`config.mk`:
```
export PLATFORM = sky130hd
export DESIGN_NAME = nvm_command_object_interface
export DESIGN_NICKNAME = d
export VERILOG_FILES = /design/src/design/nvm_cmd_pkg.sv /design/src/design/nvm_op_clock_divider.sv /design/src/design/nvm_command_object_interface.sv
export VERILOG_INCLUDE_DIRS = /design/src /design/src/design
export SDC_FILE = /design/constraint.sdc
export NUM_CORES = 1
export LEC_CHECK = 0
export BUFFER_PORTS_ARGS = -buffer_cell sky130_fd_sc_hd__buf_2
export CAP_MARGIN = 20
export CORE_MARGIN = 5
export CORE_UTILIZATION = 60
export CTS_CLUSTER_DIAMETER = 150
export DETAILED_ROUTE_END_ITERATION = 7
export PLACE_DENSITY = 0.89
export SLEW_MARGIN = 0
export SYNTH_ARGS = -nofsm -noshare
export SYNTH_HDL_FRONTEND = slang
export SYNTH_SLANG_ARGS = --single-unit
```
`constraint.sdc`:
```
create_clock -name clock -period 3.6 [get_ports clock]
set_input_delay 0.72 -clock clock [delete_from_list [all_inputs] [get_ports clock]]
set_output_delay 0.72 -clock clock [all_outputs]
set_load 0.05 [all_outputs]
```
`src/design/nvm_cmd_regs.svh`:
```
`ifndef NVM_CMD_REGS_SVH
`define NVM_CMD_REGS_SVH

// Command object geometry
`define NVM_WORD_COUNT 6
`define NVM_IDX_FIRST_UNUSED 3'h6
`define NVM_IDX_LAST_UNUSED 3'h7
`define NVM_UNUSED_READ 16'h0000

// Field positions inside the command object
`define NVM_CODE_WORD 3'h0
`define NVM_ADDR_WORD 3'h1
`define NVM_CODE_MSB 15
`define NVM_CODE_LSB 8
`define NVM_ADDR_HI_MSB 1
`define NVM_ADDR_HI_LSB 0

// Reset values
`define NVM_FLAG_RESET 1'b1
`define NVM_WORD_RESET 16'h0000
`define NVM_INDEX_RESET 3'h0
`define NVM_DIV_RESET 6'h00

`endif

```
`src/design/nvm_cmd_pkg.sv`:
```
package nvm_cmd_pkg;
   typedef logic [15:0] cmd_word_t;
   typedef logic [7:0] cmd_byte_t;
   typedef logic [2:0] word_index_t;
   typedef logic [5:0] clk_div_t;
   typedef logic [17:0] global_addr_t;
endpackage

```
`src/design/nvm_op_clock_divider.sv`:
```
`include "nvm_cmd_regs.svh"

module nvm_op_clock_divider
(
   input wire logic clock,
   input wire logic reset,
   input wire logic divider_write,
   input wire nvm_cmd_pkg::clk_div_t divider_value,
   output nvm_cmd_pkg::clk_div_t nvm_clock_divider,
   output logic divider_loaded,
   output logic op_tick
);
   import nvm_cmd_pkg::*;

   clk_div_t count;

   always_ff @(posedge clock)
   begin
      if (reset)
      begin
         nvm_clock_divider <= `NVM_DIV_RESET;
         divider_loaded <= 1'b0;
      end
      else if (divider_write)
      begin
         nvm_clock_divider <= divider_value;
         divider_loaded <= 1'b1;
      end
   end

   // Tick every divider+1 bus cycles; the resulting rate is never checked
   always_ff @(posedge clock)
   begin
      if (reset || divider_write || !divider_loaded)
      begin
         count <= `NVM_DIV_RESET;
         op_tick <= 1'b0;
      end
      else if (count == nvm_clock_divider)
      begin
         count <= `NVM_DIV_RESET;
         op_tick <= 1'b1;
      end
      else
      begin
         count <= count + 6'h01;
         op_tick <= 1'b0;
      end
   end
endmodule

```
`src/design/nvm_command_object_interface.sv`:
```
// Behaviour
// - Clearing the completion flag locks every command word until the controller sets the flag again.
// - Results are written into the array by the controller and are meant to be read once the flag is back at one.
// - Indices 6 and 7 hold no word, ignore writes and read as zero.
// - The upper byte of word 0 is the command code, the other words carry its parameters in order.
// - Word 0 low byte bits 1:0 and word 1 form the 18-bit global address, word 0 bits 7:2 are not used.
// - The program and erase time base is the bus clock divided by the programmed divider plus one.
// - The derived rate is not checked and never blocks an operation.
// - The array is six 16-bit words chosen by the index, each reachable as separate upper and lower bytes.
// - Software loads the words first, then writes a one to the flag to clear it and launch.
`include "nvm_cmd_regs.svh"

module nvm_command_object_interface
(
   input wire logic clock,
   input wire logic reset,
   input wire logic index_write,
   input wire nvm_cmd_pkg::word_index_t index_value,
   input wire logic write_upper,
   input wire logic write_lower,
   input wire nvm_cmd_pkg::cmd_byte_t write_byte,
   input wire logic flag_write,
   input wire logic flag_write_data,
   input wire logic divider_write,
   input wire nvm_cmd_pkg::clk_div_t divider_value,
   input wire logic ctrl_done,
   input wire logic ctrl_result_write,
   input wire nvm_cmd_pkg::word_index_t ctrl_result_index,
   input wire nvm_cmd_pkg::cmd_word_t ctrl_result_data,
   input wire nvm_cmd_pkg::word_index_t ctrl_read_index,
   output nvm_cmd_pkg::word_index_t command_word_index,
   output nvm_cmd_pkg::cmd_word_t read_word,
   output nvm_cmd_pkg::cmd_word_t ctrl_read_data,
   output logic command_complete_flag,
   output logic launch,
   output nvm_cmd_pkg::cmd_byte_t nvm_command_code,
   output nvm_cmd_pkg::global_addr_t global_address,
   output nvm_cmd_pkg::clk_div_t nvm_clock_divider,
   output logic divider_loaded,
   output logic op_tick
);
   import nvm_cmd_pkg::*;

   cmd_word_t command_object_array [`NVM_WORD_COUNT];
   logic launch_request;
   logic index_valid;

   assign launch_request = flag_write && flag_write_data && command_complete_flag;
   assign index_valid = command_word_index < `NVM_IDX_FIRST_UNUSED;

   // Index register stays writable while busy so results can be browsed
   always_ff @(posedge clock)
   begin
      if (reset)
      begin
         command_word_index <= `NVM_INDEX_RESET;
      end
      else if (index_write)
      begin
         command_word_index <= index_value;
      end
   end

   // Flag and launch pulse; clear only when idle, so done and clear never collide
   always_ff @(posedge clock)
   begin
      if (reset)
      begin
         command_complete_flag <= `NVM_FLAG_RESET;
         launch <= 1'b0;
      end
      else
      begin
         launch <= launch_request;
         if (launch_request)
         begin
            command_complete_flag <= 1'b0;
         end
         else if (!command_complete_flag && ctrl_done)
         begin
            command_complete_flag <= 1'b1;
         end
      end
   end

   // One storage word per entry with byte lanes
   generate
      for (genvar g = 0; g < `NVM_WORD_COUNT; g++)
      begin : g_word
         always_ff @(posedge clock)
         begin
            if (reset)
            begin
               command_object_array[g] <= `NVM_WORD_RESET;
            end
            else if (!command_complete_flag)
            begin
               if (ctrl_result_write && ctrl_result_index == 3'(g))
               begin
                  command_object_array[g] <= ctrl_result_data;
               end
            end
            else if (command_word_index == 3'(g))
            begin
               if (write_upper)
               begin
                  command_object_array[g][15:8] <= write_byte;
               end
               if (write_lower)
               begin
                  command_object_array[g][7:0] <= write_byte;
               end
            end
         end
      end
   endgenerate

   // Read paths registered to keep outputs glitch free, at one cycle of latency
   always_ff @(posedge clock)
   begin
      if (reset)
      begin
         read_word <= `NVM_UNUSED_READ;
      end
      else if (index_valid)
      begin
         read_word <= command_object_array[command_word_index];
      end
      else
      begin
         read_word <= `NVM_UNUSED_READ;
      end
   end

   always_ff @(posedge clock)
   begin
      if (reset)
      begin
         ctrl_read_data <= `NVM_UNUSED_READ;
      end
      else if (ctrl_read_index < `NVM_IDX_FIRST_UNUSED)
      begin
         ctrl_read_data <= command_object_array[ctrl_read_index];
      end
      else
      begin
         ctrl_read_data <= `NVM_UNUSED_READ;
      end
   end

   // Decoded fields for the controller; bits 7:2 of word 0 are not used
   always_ff @(posedge clock)
   begin
      if (reset)
      begin
         nvm_command_code <= 8'h00;
         global_address <= 18'h00000;
      end
      else
      begin
         nvm_command_code <= command_object_array[`NVM_CODE_WORD][`NVM_CODE_MSB:`NVM_CODE_LSB];
         global_address <= {command_object_array[`NVM_CODE_WORD][`NVM_ADDR_HI_MSB:`NVM_ADDR_HI_LSB],
                            command_object_array[`NVM_ADDR_WORD]};
      end
   end

   nvm_op_clock_divider u_divider
   (
      .clock(clock),
      .reset(reset),
      .divider_write(divider_write),
      .divider_value(divider_value),
      .nvm_clock_divider(nvm_clock_divider),
      .divider_loaded(divider_loaded),
      .op_tick(op_tick)
   );

   // Helper view of the whole array for the checks below
   logic [16*`NVM_WORD_COUNT-1:0] array_flat;
   always_comb
   begin
      for (int i = 0; i < `NVM_WORD_COUNT; i++)
      begin
         array_flat[16*i +: 16] = command_object_array[i];
      end
   end
endmodule

```
# == Yosys cells after proc, flatten, opt, wreduce, memory -nomap -nowiden ==
# Memory sizes are Yosys's and may differ from the RTL's. A register that Yosys moved wholly into a read port is not among the register bits.
# Index checks and enable logic that the tools add are counted.
# word_totals
ram_bits,96
wordCells,158
ff_bits,19
out_inout_bits,71
mem_count,1
# op_classes
addsub,1
order_cmp,2
reduce_logical,19
mux,97
bitwise,20
eq_ne,11
# memory_table
name,words,width,rd,rd_ports_with_merged_regs,write_ports,line_no,source
command_object_array,6,16,4,4,6,nvm_command_object_interface.sv:44,cmd_word_t command_object_array [`NVM_WORD_COUNT];
# op_table
cell,n
$mux W16,6
$mux W8,12
$mux W1,79
$or A1 B1 Y1,18
$eq A3 B2 Y1 const B,4
$eq A3 B3 Y1 const B,4
$logic_and A1 B1 Y1,9
$add A6 B1 Y6 const B,1
$eq A3 B1 Y1 const B,2
$eq A6 B6 Y1,1
$logic_not A3 Y1,2
$lt A3 B3 Y1 const B,2
$reduce_or A2 Y1,3
$logic_not A1 Y1,2
$logic_or A1 B1 Y1,2
$not A1 Y1,2
$reduce_bool A2 Y1,1

# == Logic depth before layout (Yosys ltp) ==
# Gate-level depths: netlist (run 1).
# depth
depth_word,8
ltp_mapped,6

# == Modules after synthesis ==
# From an unflattened synthesis (run 1), not the netlist that was laid out.
# hier_totals
hier_cells,643
hier_area_um2,8104.0
# modules_own_cells
mod,area_each_um2,instances,seq_area_each_um2,cells_per_inst
nvm_command_object_interface,7483.4,1,4144.0,587
nvm_op_clock_divider,620.6,1,280.3,56

# == Worst setup path before layout (run 1) ==
# OpenSTA, ideal clock, no wires.
# synth_path
path_type,register to register
from,reg command_complete_flag
to,"mem command_object_array[3][0] in the netlist's numbering, enable pin"
arrival_time_ns,1.776
path_stages_with_launch,4
setup_slack_ns,1.440
setup_ns,0.384
path_buffers,0
required_time_ns,3.216
cell_sequence,dfxtp_1 nor2b_1 nand3_1 o21ai_0
# synth_rtl
item,line_no,source
"start, declared",nvm_command_object_interface.sv:34,"output logic command_complete_flag,"
"start signal, assigned",nvm_command_object_interface.sv:69,command_complete_flag <= `NVM_FLAG_RESET;
"end, declared",nvm_command_object_interface.sv:44,

# == Final worst setup path (run 1) ==
# layout_path
from,reg command_word_index[1]
to,out command_word_index[1]
# layout_rtl
item,line_no,source
"start, declared",nvm_command_object_interface.sv:31,"output nvm_cmd_pkg::word_index_t command_word_index,"
"start signal, assigned",nvm_command_object_interface.sv:56,command_word_index <= `NVM_INDEX_RESET;
"start signal, assigned",nvm_command_object_interface.sv:60,command_word_index <= index_value;
# No word-level cell between the ends.

==> results of run 1 <==
==> cells in the final DEF, fill, tap and decap left out, types with 2 or more instances in the layout <==
cell	count
nand2_1	3
mux2i_1	41
nor2b_1	29
nor3_4	4
nand3_1	6
clkbuf_1	2
a22o_1	96
o21ai_0	38
inv_1	3
a31oi_1	4
buf_4	7
or2_2	2
buf_2	120
xnor2_1	5
xor2_1	5
edfxtp_1	96
nor3_2	6
nand2b_1	9
nor2_1	53
mux2_2	64
clkbuf_16	19
nor3_1	7
clkinv_4	3
or3_1	2
clkbuf_8	2
bufinv_16	3
dfxtp_1	76
o221ai_1	32
==> registers in the layout, indices dropped and copies added, names as in the netlist <==
signal,cells
u_divider.op_tick,1
ctrl_read_data,16
command_complete_flag,1
nvm_command_code,8
read_word,16
global_address,18
command_object_array,96
u_divider.nvm_clock_divider,6
launch,1
u_divider.count,6
command_word_index,3
u_divider.divider_loaded,1
==> cells by family (layout without fill, tap and decap cells) <==
family | after synthesis | count (layout) | synth area share, %
XOR/XNOR | 10 | 10 | 1.09
buffers and inverters | 54 | 161 | 3.10
multiplexers | 105 | 105 | 14.1
flip-flops | 173 | 173 | 55.1
adder cells (fa/ha/maj) | 1 | 1 | 0.156
AND/OR/NAND/NOR | 133 | 133 | 9.75
AO/OA/AOI/OAI | 170 | 170 | 16.7
==> power breakdown <==
group	internal (mW)	switching (mW)
clock	1.21	0.720
combinational	0.202	0.453
sequential	2.20	0.0712
==> critical path: stages (launching register included) <==
cell and delay [ns]:
dfxtp_2 0.45, buf_4 0.55, buf_2 0.38
==> area by class of cell <==
| class | count | area (um^2) |
|---|---|---|
| Sequential cell | 173 | 4430 |
| Inverter | 2 | 7.51 |
| Timing Repair Buffer | 127 | 653 |
| Multi-Input combinational cell | 419 | 3350 |
| Fill cell | 872 | 3890 |
| Clock buffer | 23 | 510 |
| Clock inverter | 9 | 131 |
| Tap cell | 176 | 220 |
==> per-layer routing <==
metal / routed length [um] / share of wire (%) / up-vias / global-route usage, %
met5: 0 / 0 / - / 0
met4: 594 / 2.9 / 0 / 10.3
met3: 2680 / 13 / 57 / 6.18
met2: 9000 / 44 / 478 / 38.3
met1: 8330 / 40 / 2794 / 36.6
li1: - / - / 2683 / -
==> through the flow <==
stage          hold slack, ns  util (%)  setup slack (ns)  power, mW  instance area (um^2)
2_1_floorplan           0.471         -              1.44       2.75                  8020
3_3_place_gp            0.464      65.6              1.14       2.93                  8650
3_5_place_dp            0.484      65.6             0.970       2.95                  8650
4_1_cts                 0.492      70.5              1.11       4.85                  9290
5_1_grt                 0.524      70.5              1.04       4.99                  9300
6_report                0.492      70.5              1.09       4.86                  9300
==> worst max path at each step <==
| stage | from | endpoint | slack (ns) | depth (start not counted) |
|---|---|---|---|---|
| 3_3_place_gp | reset | command_object_array[5][10] | 1.14 | 4 |
| 4_1_cts | command_word_index[1] | command_word_index[1] | 1.11 | 2 |
| 5_1_grt | command_word_index[1] | command_word_index[1] | 1.04 | 2 |
| 3_5_place_dp | reset | command_object_array[5][10] | 0.97 | 4 |
| 2_1_floorplan | command_complete_flag | command_object_array[3][0] | 1.44 | 3 |
| 6_report | command_word_index[1] | command_word_index[1] | 1.09 | 2 |
==> impl_metrics.json, run 1 <==
{
  "status": "finished, final reports clean",
  "syn_area_per_cell_um2": 12.4,
  "drt_iter0_drc": 703,
  "syn_nets": 696,
  "holdPathEnd": "u_divider.divider_loaded",
  "ys_top_cells_by_count": "a22o_1 (96), edfxtp_1 (96), dfxtp_1 (77), mux2_2 (64), nor2_1 (53)",
  "firstDrtPassIters": 5,
  "post_cts_buffers": 0,
  "synth_seq_area_share_pct": 55.1,
  "ctsResizeCount": 0,
  "numClockSinks": 173,
  "rsz0062_at_grt": "false",
  "fin_crit_sh_pct": 69.8,
  "netlist_area_um2": 8020,
  "core_area_um2": 13200,
  "cts_max_path_buffers": 2,
  "grt_usage_pct": 25.8,
  "ys_types": 39,
  "antenna_found_initial": 0,
  "async_flop_share_pct": 0,
  "synth-edff-count": 96,
  "grt_overflow_total": 0,
  "postRouteAntennaNets": 0,
  "setup_tns_ns": 0,
  "routed_wl_um": 20600,
  "syn-instance-count": 646,
  "synthFlopType": "edfxtp_1",
  "hold_path.class": "flip-flop to flip-flop",
  "slew_headroom_pct": 31.1,
  "gp_congestion": 0.866,
  "finClkSkew_ns": 0.00831,
  "clock_latency_ns": 0.42,
  "setup_viol": 0,
  "finalHoldViolCount": 0,
  "num_io_pins": 120,
  "instances_no_fill": 929,
  "max_cap_violations": 0,
  "cts.clk_slew.worst_paths_ns": 0.06,
  "clockRootBuffer": "clkbuf_16",
  "synth_top_area_cell": "edfxtp_1",
  "r2r-start": "command_word_index[2]",
  "dp.cells": 896,
  "hold_buffers": 0,
  "dieWidth_um": 126,
  "leakagePower_nw": 3.75,
  "layout-drive-gt1-share_pct": 31.7,
  "fin_nets": 790,
  "die-area_um2": 15800,
  "power_density_nw_per_um2": 522,
  "io_buffers": 119,
  "rr_worst_depth": 2,
  "rows": 42,
  "area_growth_syn_to_layout_pct": 15.9,
  "rrSetupSlack_ns": 1.23,
  "grt_pass1_vias": 5924,
  "ys_ff_latch": 173,
  "crit_arrival_ns": 1.79,
  "tightest_slew_ns": 1.02,
  "route.detailed.drc": 0,
  "maxSlewViolCount": 0,
  "vias": 6012,
  "cp-start-kind": "flip-flop",
  "post-route-min-period_ns": 2.51,
  "routed_via_density": 6.47,
  "required_ns": 2.88,
  "worstReg2RegEnd": "command_object_array[5][4]",
  "antenna_cells": 0,
  "crit_type": "flip-flop to primary output",
  "timing.fmax_mhz": 398,
  "synth_warnings": 0,
  "grt_max_degree": 71,
  "min-delay-start": "u_divider.divider_loaded",
  "yosys-top-cells-area": "edfxtp_1 (36%), dfxtp_1 (19%), a22o_1 (10%)",
  "h-tree-depth": 4,
  "grt_first_pass_wirelength_um": 32200,
  "cts_buffers": 17,
  "synth_top_area_share_pct": 35.9,
  "start_util_pct": 60.8,
  "peakVddDrop_mv": 0.373,
  "cp-end-kind": "primary output",
  "wire_per_inst_um": 22.2,
  "holdPathStages": 2,
  "dp_hpwl_um": 14900,
  "path_max_fanout": 51,
  "cts_tree": "done",
  "die_y_um": 126
}
No activity file was read; power rests on OpenSTA's default activity.
==> run 2, diff against run 1 <==
--- a/config.mk
+++ b/config.mk
@@ -9,10 +9,10 @@
 export BUFFER_PORTS_ARGS = -buffer_cell sky130_fd_sc_hd__buf_2
 export CAP_MARGIN = 20
 export CORE_MARGIN = 5
-export CORE_UTILIZATION = 60
+export CORE_UTILIZATION = 52
 export CTS_CLUSTER_DIAMETER = 150
 export DETAILED_ROUTE_END_ITERATION = 7
-export PLACE_DENSITY = 0.89
+export PLACE_DENSITY = 0.83
 export SLEW_MARGIN = 0
 export SYNTH_ARGS = -nofsm -noshare
 export SYNTH_HDL_FRONTEND = slang
==> constraint.sdc (replaced) <==
create_clock -name clock -period 2.2 [get_ports clock]
set_input_delay 0.44 -clock clock [delete_from_list [all_inputs] [get_ports clock]]
set_output_delay 0.44 -clock clock [all_outputs]
set_load 0.05 [all_outputs]
==> impl_metrics.json, run 2 (synthesized netlist as in run 1, its figures left out) <==
{
  "status": "finished, final reports clean",
  "route.detailed.drc": 0,
  "hold_buffers": 0,
  "finalPower_mw": 7.52,
  "finalHoldViolCount": 0,
  "instances_no_fill": 964,
  "layout-drive-gt1-share_pct": 33.9,
  "rrSetupSlack_ns": 0.25,
  "vias": 6108,
  "path_max_fanout": 20,
  "path_cells": "buf_4 -> buf_2",
  "leakagePower_nw": 3.83,
  "wire_per_inst_um": 22.5,
  "ctsResizeCount": 0,
  "h-tree-depth": 4,
  "cp_slowest_cell": "dfxtp_1",
  "cts_buffers": 17,
  "crit_type": "flip-flop to primary output",
  "grt_pass1_vias": 6116,
  "ff_latch_area_um2": 4430,
  "worstReg2RegEnd": "command_object_array[1][3]",
  "holdPathEnd": "command_complete_flag",
  "holdPathStages": 3,
  "antenna_found_initial": 0,
  "multi_input_area_um2": 3350,
  "post-route-min-period_ns": 1.99,
  "fillCellCount": 1109,
  "max_stage_delay_ns": 0.50,
  "grt_first_pass_wirelength_um": 34100,
  "die-area_um2": 18000,
  "numClockSinks": 173,
  "timing.fmax_mhz": 503,
  "start_util_pct": 53.0,
  "mostFrequentLayoutCell": "buf_2",
  "place_ws_ns": 0.206,
  "final_cell_mix": "buf_2 (119), a22o_1 (96), edfxtp_1 (96), dfxtp_1 (76), mux2_2 (64)",
  "reg_top3": "command_object_array (96), global_address (18)",
  "crit_arrival_ns": 1.55,
  "hold_path.class": "input port to flip-flop",
  "setup_viol": 0,
  "area_growth_syn_to_layout_pct": 17.1,
  "fin_crit_sh_pct": 90.4,
  "postRouteAntennaNets": 0,
  "maxSlewViolCount": 0,
  "rows": 45,
  "gp_congestion": 0.947,
  "grt_overflow_total": 0,
  "dieWidth_um": 134,
  "routed_wl_um": 21700,
  "io_buffers": 119,
  "cp-end-kind": "primary output",
  "core_area_um2": 15100,
  "post_cts_buffers": 0,
  "cp.buffers_inverters": 2,
  "fin_util_pct": 62.0,
  "tightest_slew_ns": 0.693,
  "min-delay-start": "ctrl_done",
  "drt_iter0_drc": 667,
  "grt_usage_pct": 24.2,
  "setup_tns_ns": 0,
  "max_cap_violations": 0,
  "num_io_pins": 120,
  "dp.cells": 933,
  "clockRootBuffer": "clkbuf_16",
  "fin_nets": 814,
  "setup_ws_ns": 0.210,
  "power_density_nw_per_um2": 801,
  "cts_max_path_buffers": 2,
  "finClkSkew_ns": 0.00541,
  "r2r-start": "command_complete_flag",
  "firstDrtPassIters": 5,
  "peakVddDrop_mv": 0.572,
  "cts_tree": "done",
  "rsz0062_at_grt": "false",
  "slew_headroom_pct": 53.7,
  "largest_reg_flops": 96,
  "antenna_cells": 0,
  "routed_via_density": 6.34,
  "die_y_um": 134,
  "required_ns": 1.76,
  "grt_max_degree": 69,
  "clock_latency_ns": 0.42,
  "cp-start-kind": "flip-flop",
  "largest_register": "command_object_array",
  "cts.clk_slew.worst_paths_ns": 0.06,
  "cpLargestDelayFamily": "buffers and inverters",
  "rr_worst_depth": 4,
  "dp_hpwl_um": 15700
}
[run 2: worst max path at each step]
| stage | cells after the start | end | slack, ns | startpoint |
|---|---|---|---|---|
| 3_5_place_dp | 5 | command_object_array[4][3] | 0.21 | reset |
| 4_1_cts | 2 | command_word_index[2] | 0.24 | command_word_index[2] |
| 6_report | 2 | command_word_index[2] | 0.21 | command_word_index[2] |
| 3_3_place_gp | 5 | command_object_array[1][0] | 0.28 | reset |
| 5_1_grt | 4 | command_object_array[1][3] | 0.14 | command_complete_flag |
| 2_1_floorplan | 3 | command_object_array[3][0] | 0.04 | command_complete_flag |
[run 2: worst reg2reg max path, stage by stage, from the launching register on]
cell and delay (ns):
dfxtp_1 0.47, nor2b_1 0.34, nand2_1 0.18, nor2_1 0.58, a22o_1 0.25
[run 2: report_power, final]
group	switching, mW	total, mW	internal [mW]
clock network	1.22	2.71	1.48
logic	0.772	1.12	0.349
registers	0.103	3.70	3.59
total	2.10	7.52	5.43
[run 2: metrics by stage]
step                hold slack, ns  cell area, um^2
finish                       0.225             9400
global route                 0.222             9400
floorplan                    0.471             8020
detailed placement           0.505             8870
CTS                          0.215             9400
global placement             0.500             8870
[run 2: area by class of cell]
| class | count | area share [%] |
|---|---|---|
| multi-input combinational | 419 | 35.6 |
| clock inverter | 11 | 0.892 |
| clock buffer | 20 | 4.75 |
| inverter | 2 | 0.0799 |
| sequential | 173 | 47.1 |
| timing repair buffer | 151 | 9.03 |
| tap | 188 | 2.50 |
[run 2: per-layer routing]
layer | vias up | wire [um] | share of wire, % | global-route usage (%)
met5 | - | 0 | 0 | 0
met4 | 0 | 537 | 2.5 | 9.16
met3 | 47 | 2760 | 13 | 6.49
met2 | 438 | 9690 | 45 | 37.0
met1 | 2892 | 8710 | 40 | 33.2
li1 | 2731 | - | - | -
==> run 3, diff against run 2 <==
--- a/config.mk
+++ b/config.mk
@@ -6,11 +6,13 @@
 export SDC_FILE = /design/constraint.sdc
 export NUM_CORES = 1
 export LEC_CHECK = 0
+export ABC_AREA = 1
 export BUFFER_PORTS_ARGS = -buffer_cell sky130_fd_sc_hd__buf_2
 export CAP_MARGIN = 20
 export CORE_MARGIN = 5
 export CORE_UTILIZATION = 52
 export CTS_CLUSTER_DIAMETER = 150
+export CTS_CLUSTER_SIZE = 28
 export DETAILED_ROUTE_END_ITERATION = 7
 export PLACE_DENSITY = 0.83
 export SLEW_MARGIN = 0
==> impl_metrics.json, run 3 <==
{
  "largest_register": "command_object_array",
  "setup_tns_ns": 0,
  "clockRootBuffer": "clkbuf_16",
  "power_density_nw_per_um2": 810,
  "path_cells": "buf_12 -> buf_2",
  "crit_arrival_ns": 1.49,
  "dp_hpwl_um": 18400,
  "slew_headroom_pct": 53.7,
  "grt_first_pass_wirelength_um": 38200,
  "post_cts_buffers": 0,
  "cpLargestDelayFamily": "buffers and inverters",
  "yosysMostFrequentCell": "nand2_1",
  "h-tree-depth": 4,
  "syn_area_per_cell_um2": 7.98,
  "fin_nets": 1185,
  "io_buffers": 119,
  "fin_crit_sh_pct": 87.5,
  "fin_util_pct": 61.0,
  "postRouteAntennaNets": 0,
  "maxSlewViolCount": 0,
  "post-route-min-period_ns": 1.93,
  "fillCellCount": 1330,
  "dieWidth_um": 136,
  "antenna_cells": 0,
  "firstDrtPassIters": 6,
  "die-area_um2": 18500,
  "clock_latency_ns": 0.44,
  "grt_pass1_vias": 6988,
  "hold_path.class": "input port to flip-flop",
  "routed_via_density": 5.69,
  "route.detailed.drc": 0,
  "rsz0062_at_grt": "false",
  "cts_max_path_buffers": 2,
  "reg_top3": "command_object_array (96), global_address (18)",
  "cp_slowest_cell": "dfxtp_2",
  "yosys-top-cells-area": "edfxtp_1 (35%), dfxtp_1 (19%), nand2_1 (14%)",
  "max_cap_violations": 0,
  "antenna_found_initial": 0,
  "leakagePower_nw": 4.55,
  "numClockSinks": 173,
  "routed_wl_um": 24800,
  "cp-end-kind": "primary output",
  "grt_overflow_total": 0,
  "finClkSkew_ns": 0.0113,
  "cts_buffers": 17,
  "ys_ff_latch": 173,
  "finalHoldViolCount": 0,
  "start_util_pct": 52.4,
  "peakVddDrop_mv": 0.541,
  "synth_top_area_share_pct": 35.0,
  "synth-edff-count": 96,
  "die_y_um": 136,
  "async_flop_share_pct": 0,
  "synthFlopType": "edfxtp_1",
  "grt_usage_pct": 27.3,
  "cp-start-kind": "flip-flop",
  "layout-drive-gt1-share_pct": 16.5,
  "num_io_pins": 120,
  "setup_viol": 0,
  "crit_type": "flip-flop to primary output",
  "syn_nets": 1083,
  "hold_buffers": 0,
  "gp_congestion": 0.989,
  "required_ns": 1.76,
  "synth_warnings": 0,
  "wire_per_inst_um": 18.2,
  "max_stage_delay_ns": 0.42,
  "timing.fmax_mhz": 519,
  "vias": 7760,
  "syn-instance-count": 1033,
  "cp.buffers_inverters": 2,
  "core_area_um2": 15700,
  "synth_top_area_cell": "edfxtp_1",
  "mostFrequentLayoutCell": "nand2_1",
  "final_cell_mix": "nand2_1 (302), inv_1 (145), buf_2 (119), edfxtp_1 (96), dfxtp_1 (76)",
  "netlist_area_um2": 8240,
  "largest_reg_flops": 96,
  "path_max_fanout": 81,
  "status": "finished, final reports clean",
  "ctsResizeCount": 0,
  "ys_types": 30,
  "drt_iter0_drc": 1731,
  "cts_tree": "done",
  "rows": 46,
  "synth_seq_area_share_pct": 53.7,
  "cts.clk_slew.worst_paths_ns": 0.06,
  "grt_max_degree": 82,
  "area_growth_syn_to_layout_pct": 16.2,
  "tightest_slew_ns": 0.695,
  "fin_hold_ws_ns": 0.239,
  "ys_top_cells_by_count": "nand2_1 (302), inv_1 (145), edfxtp_1 (96), dfxtp_1 (77), a21oi_1 (74)"
}
[run 3: per-stage QoR]
stage / setup slack, ns / power (mW) / cells / instance area (um^2)
2_1_floorplan: 0.226 / 4.55 / 1033 / 8240
3_3_place_gp: 0.395 / 4.90 / 1332 / 9010
3_5_place_dp: 0.381 / 4.92 / 1332 / 9010
4_1_cts: 0.267 / 7.75 / 1364 / 9580
5_1_grt: 0.225 / 8.04 / 1364 / 9580
6_report: 0.274 / 7.76 / 1364 / 9580
[run 3: power by group]
group / switching, mW / total (mW) / internal (mW) / leakage [nW]
combinational: 0.876 / 1.16 / 0.287 / 2.66
sequential: 0.117 / 3.72 / 3.60 / 1.62
clock: 1.29 / 2.88 / 1.59 / 0.266
total: 2.29 / 7.76 / 5.47 / 4.55
[run 3: logic make-up after synthesis]
kind of cell | count (synthesis) | synth area share, %
AO/OA/AOI/OAI | 230 | 15.2
XOR/XNOR | 4 | 0.425
adder cells (fa/ha/maj) | 1 | 0.152
buffers and inverters | 211 | 10.2
flip-flops | 173 | 53.7
AND/OR/NAND/NOR | 414 | 20.3
[run 3: cell type report]
class	count	area [um^2]	area share [%]
Inverter	155	587	6.13
Clock inverter	13	131	1.37
Clock buffer	19	433	4.52
Timing Repair Buffer	139	758	7.92
Multi-Input combinational cell	649	2970	31.0
Tap cell	216	270	2.82
Sequential cell	173	4430	46.2
[run 3: worst min-delay path, stage by stage]
cell	delay [ns]
buf_2	0.07
nor3_1	0.03
nor2_1	0.09
[run 3: worst paths after layout]
check,startpoint,endpoint,slack [ns],cells past startpoint
setup / recovery,command_word_index[0],command_word_index[0],0.27,2
hold / removal,ctrl_done,command_complete_flag,0.24,3
setup reg to reg,command_word_index[1],command_object_array[1][14],0.38,5
hold reg to reg,u_divider.divider_loaded,u_divider.divider_loaded,0.48,2
[run 3: layer usage]
metal  GRT usage (%)  vias to the layer above  routed length [um]
met3            8.96                      100                4130
met2            39.5                      676               10500
met1            38.1                     3402                9200
met4            10.6                        0                 986
li1                -                     3582                   -
met5               0                        -                   0
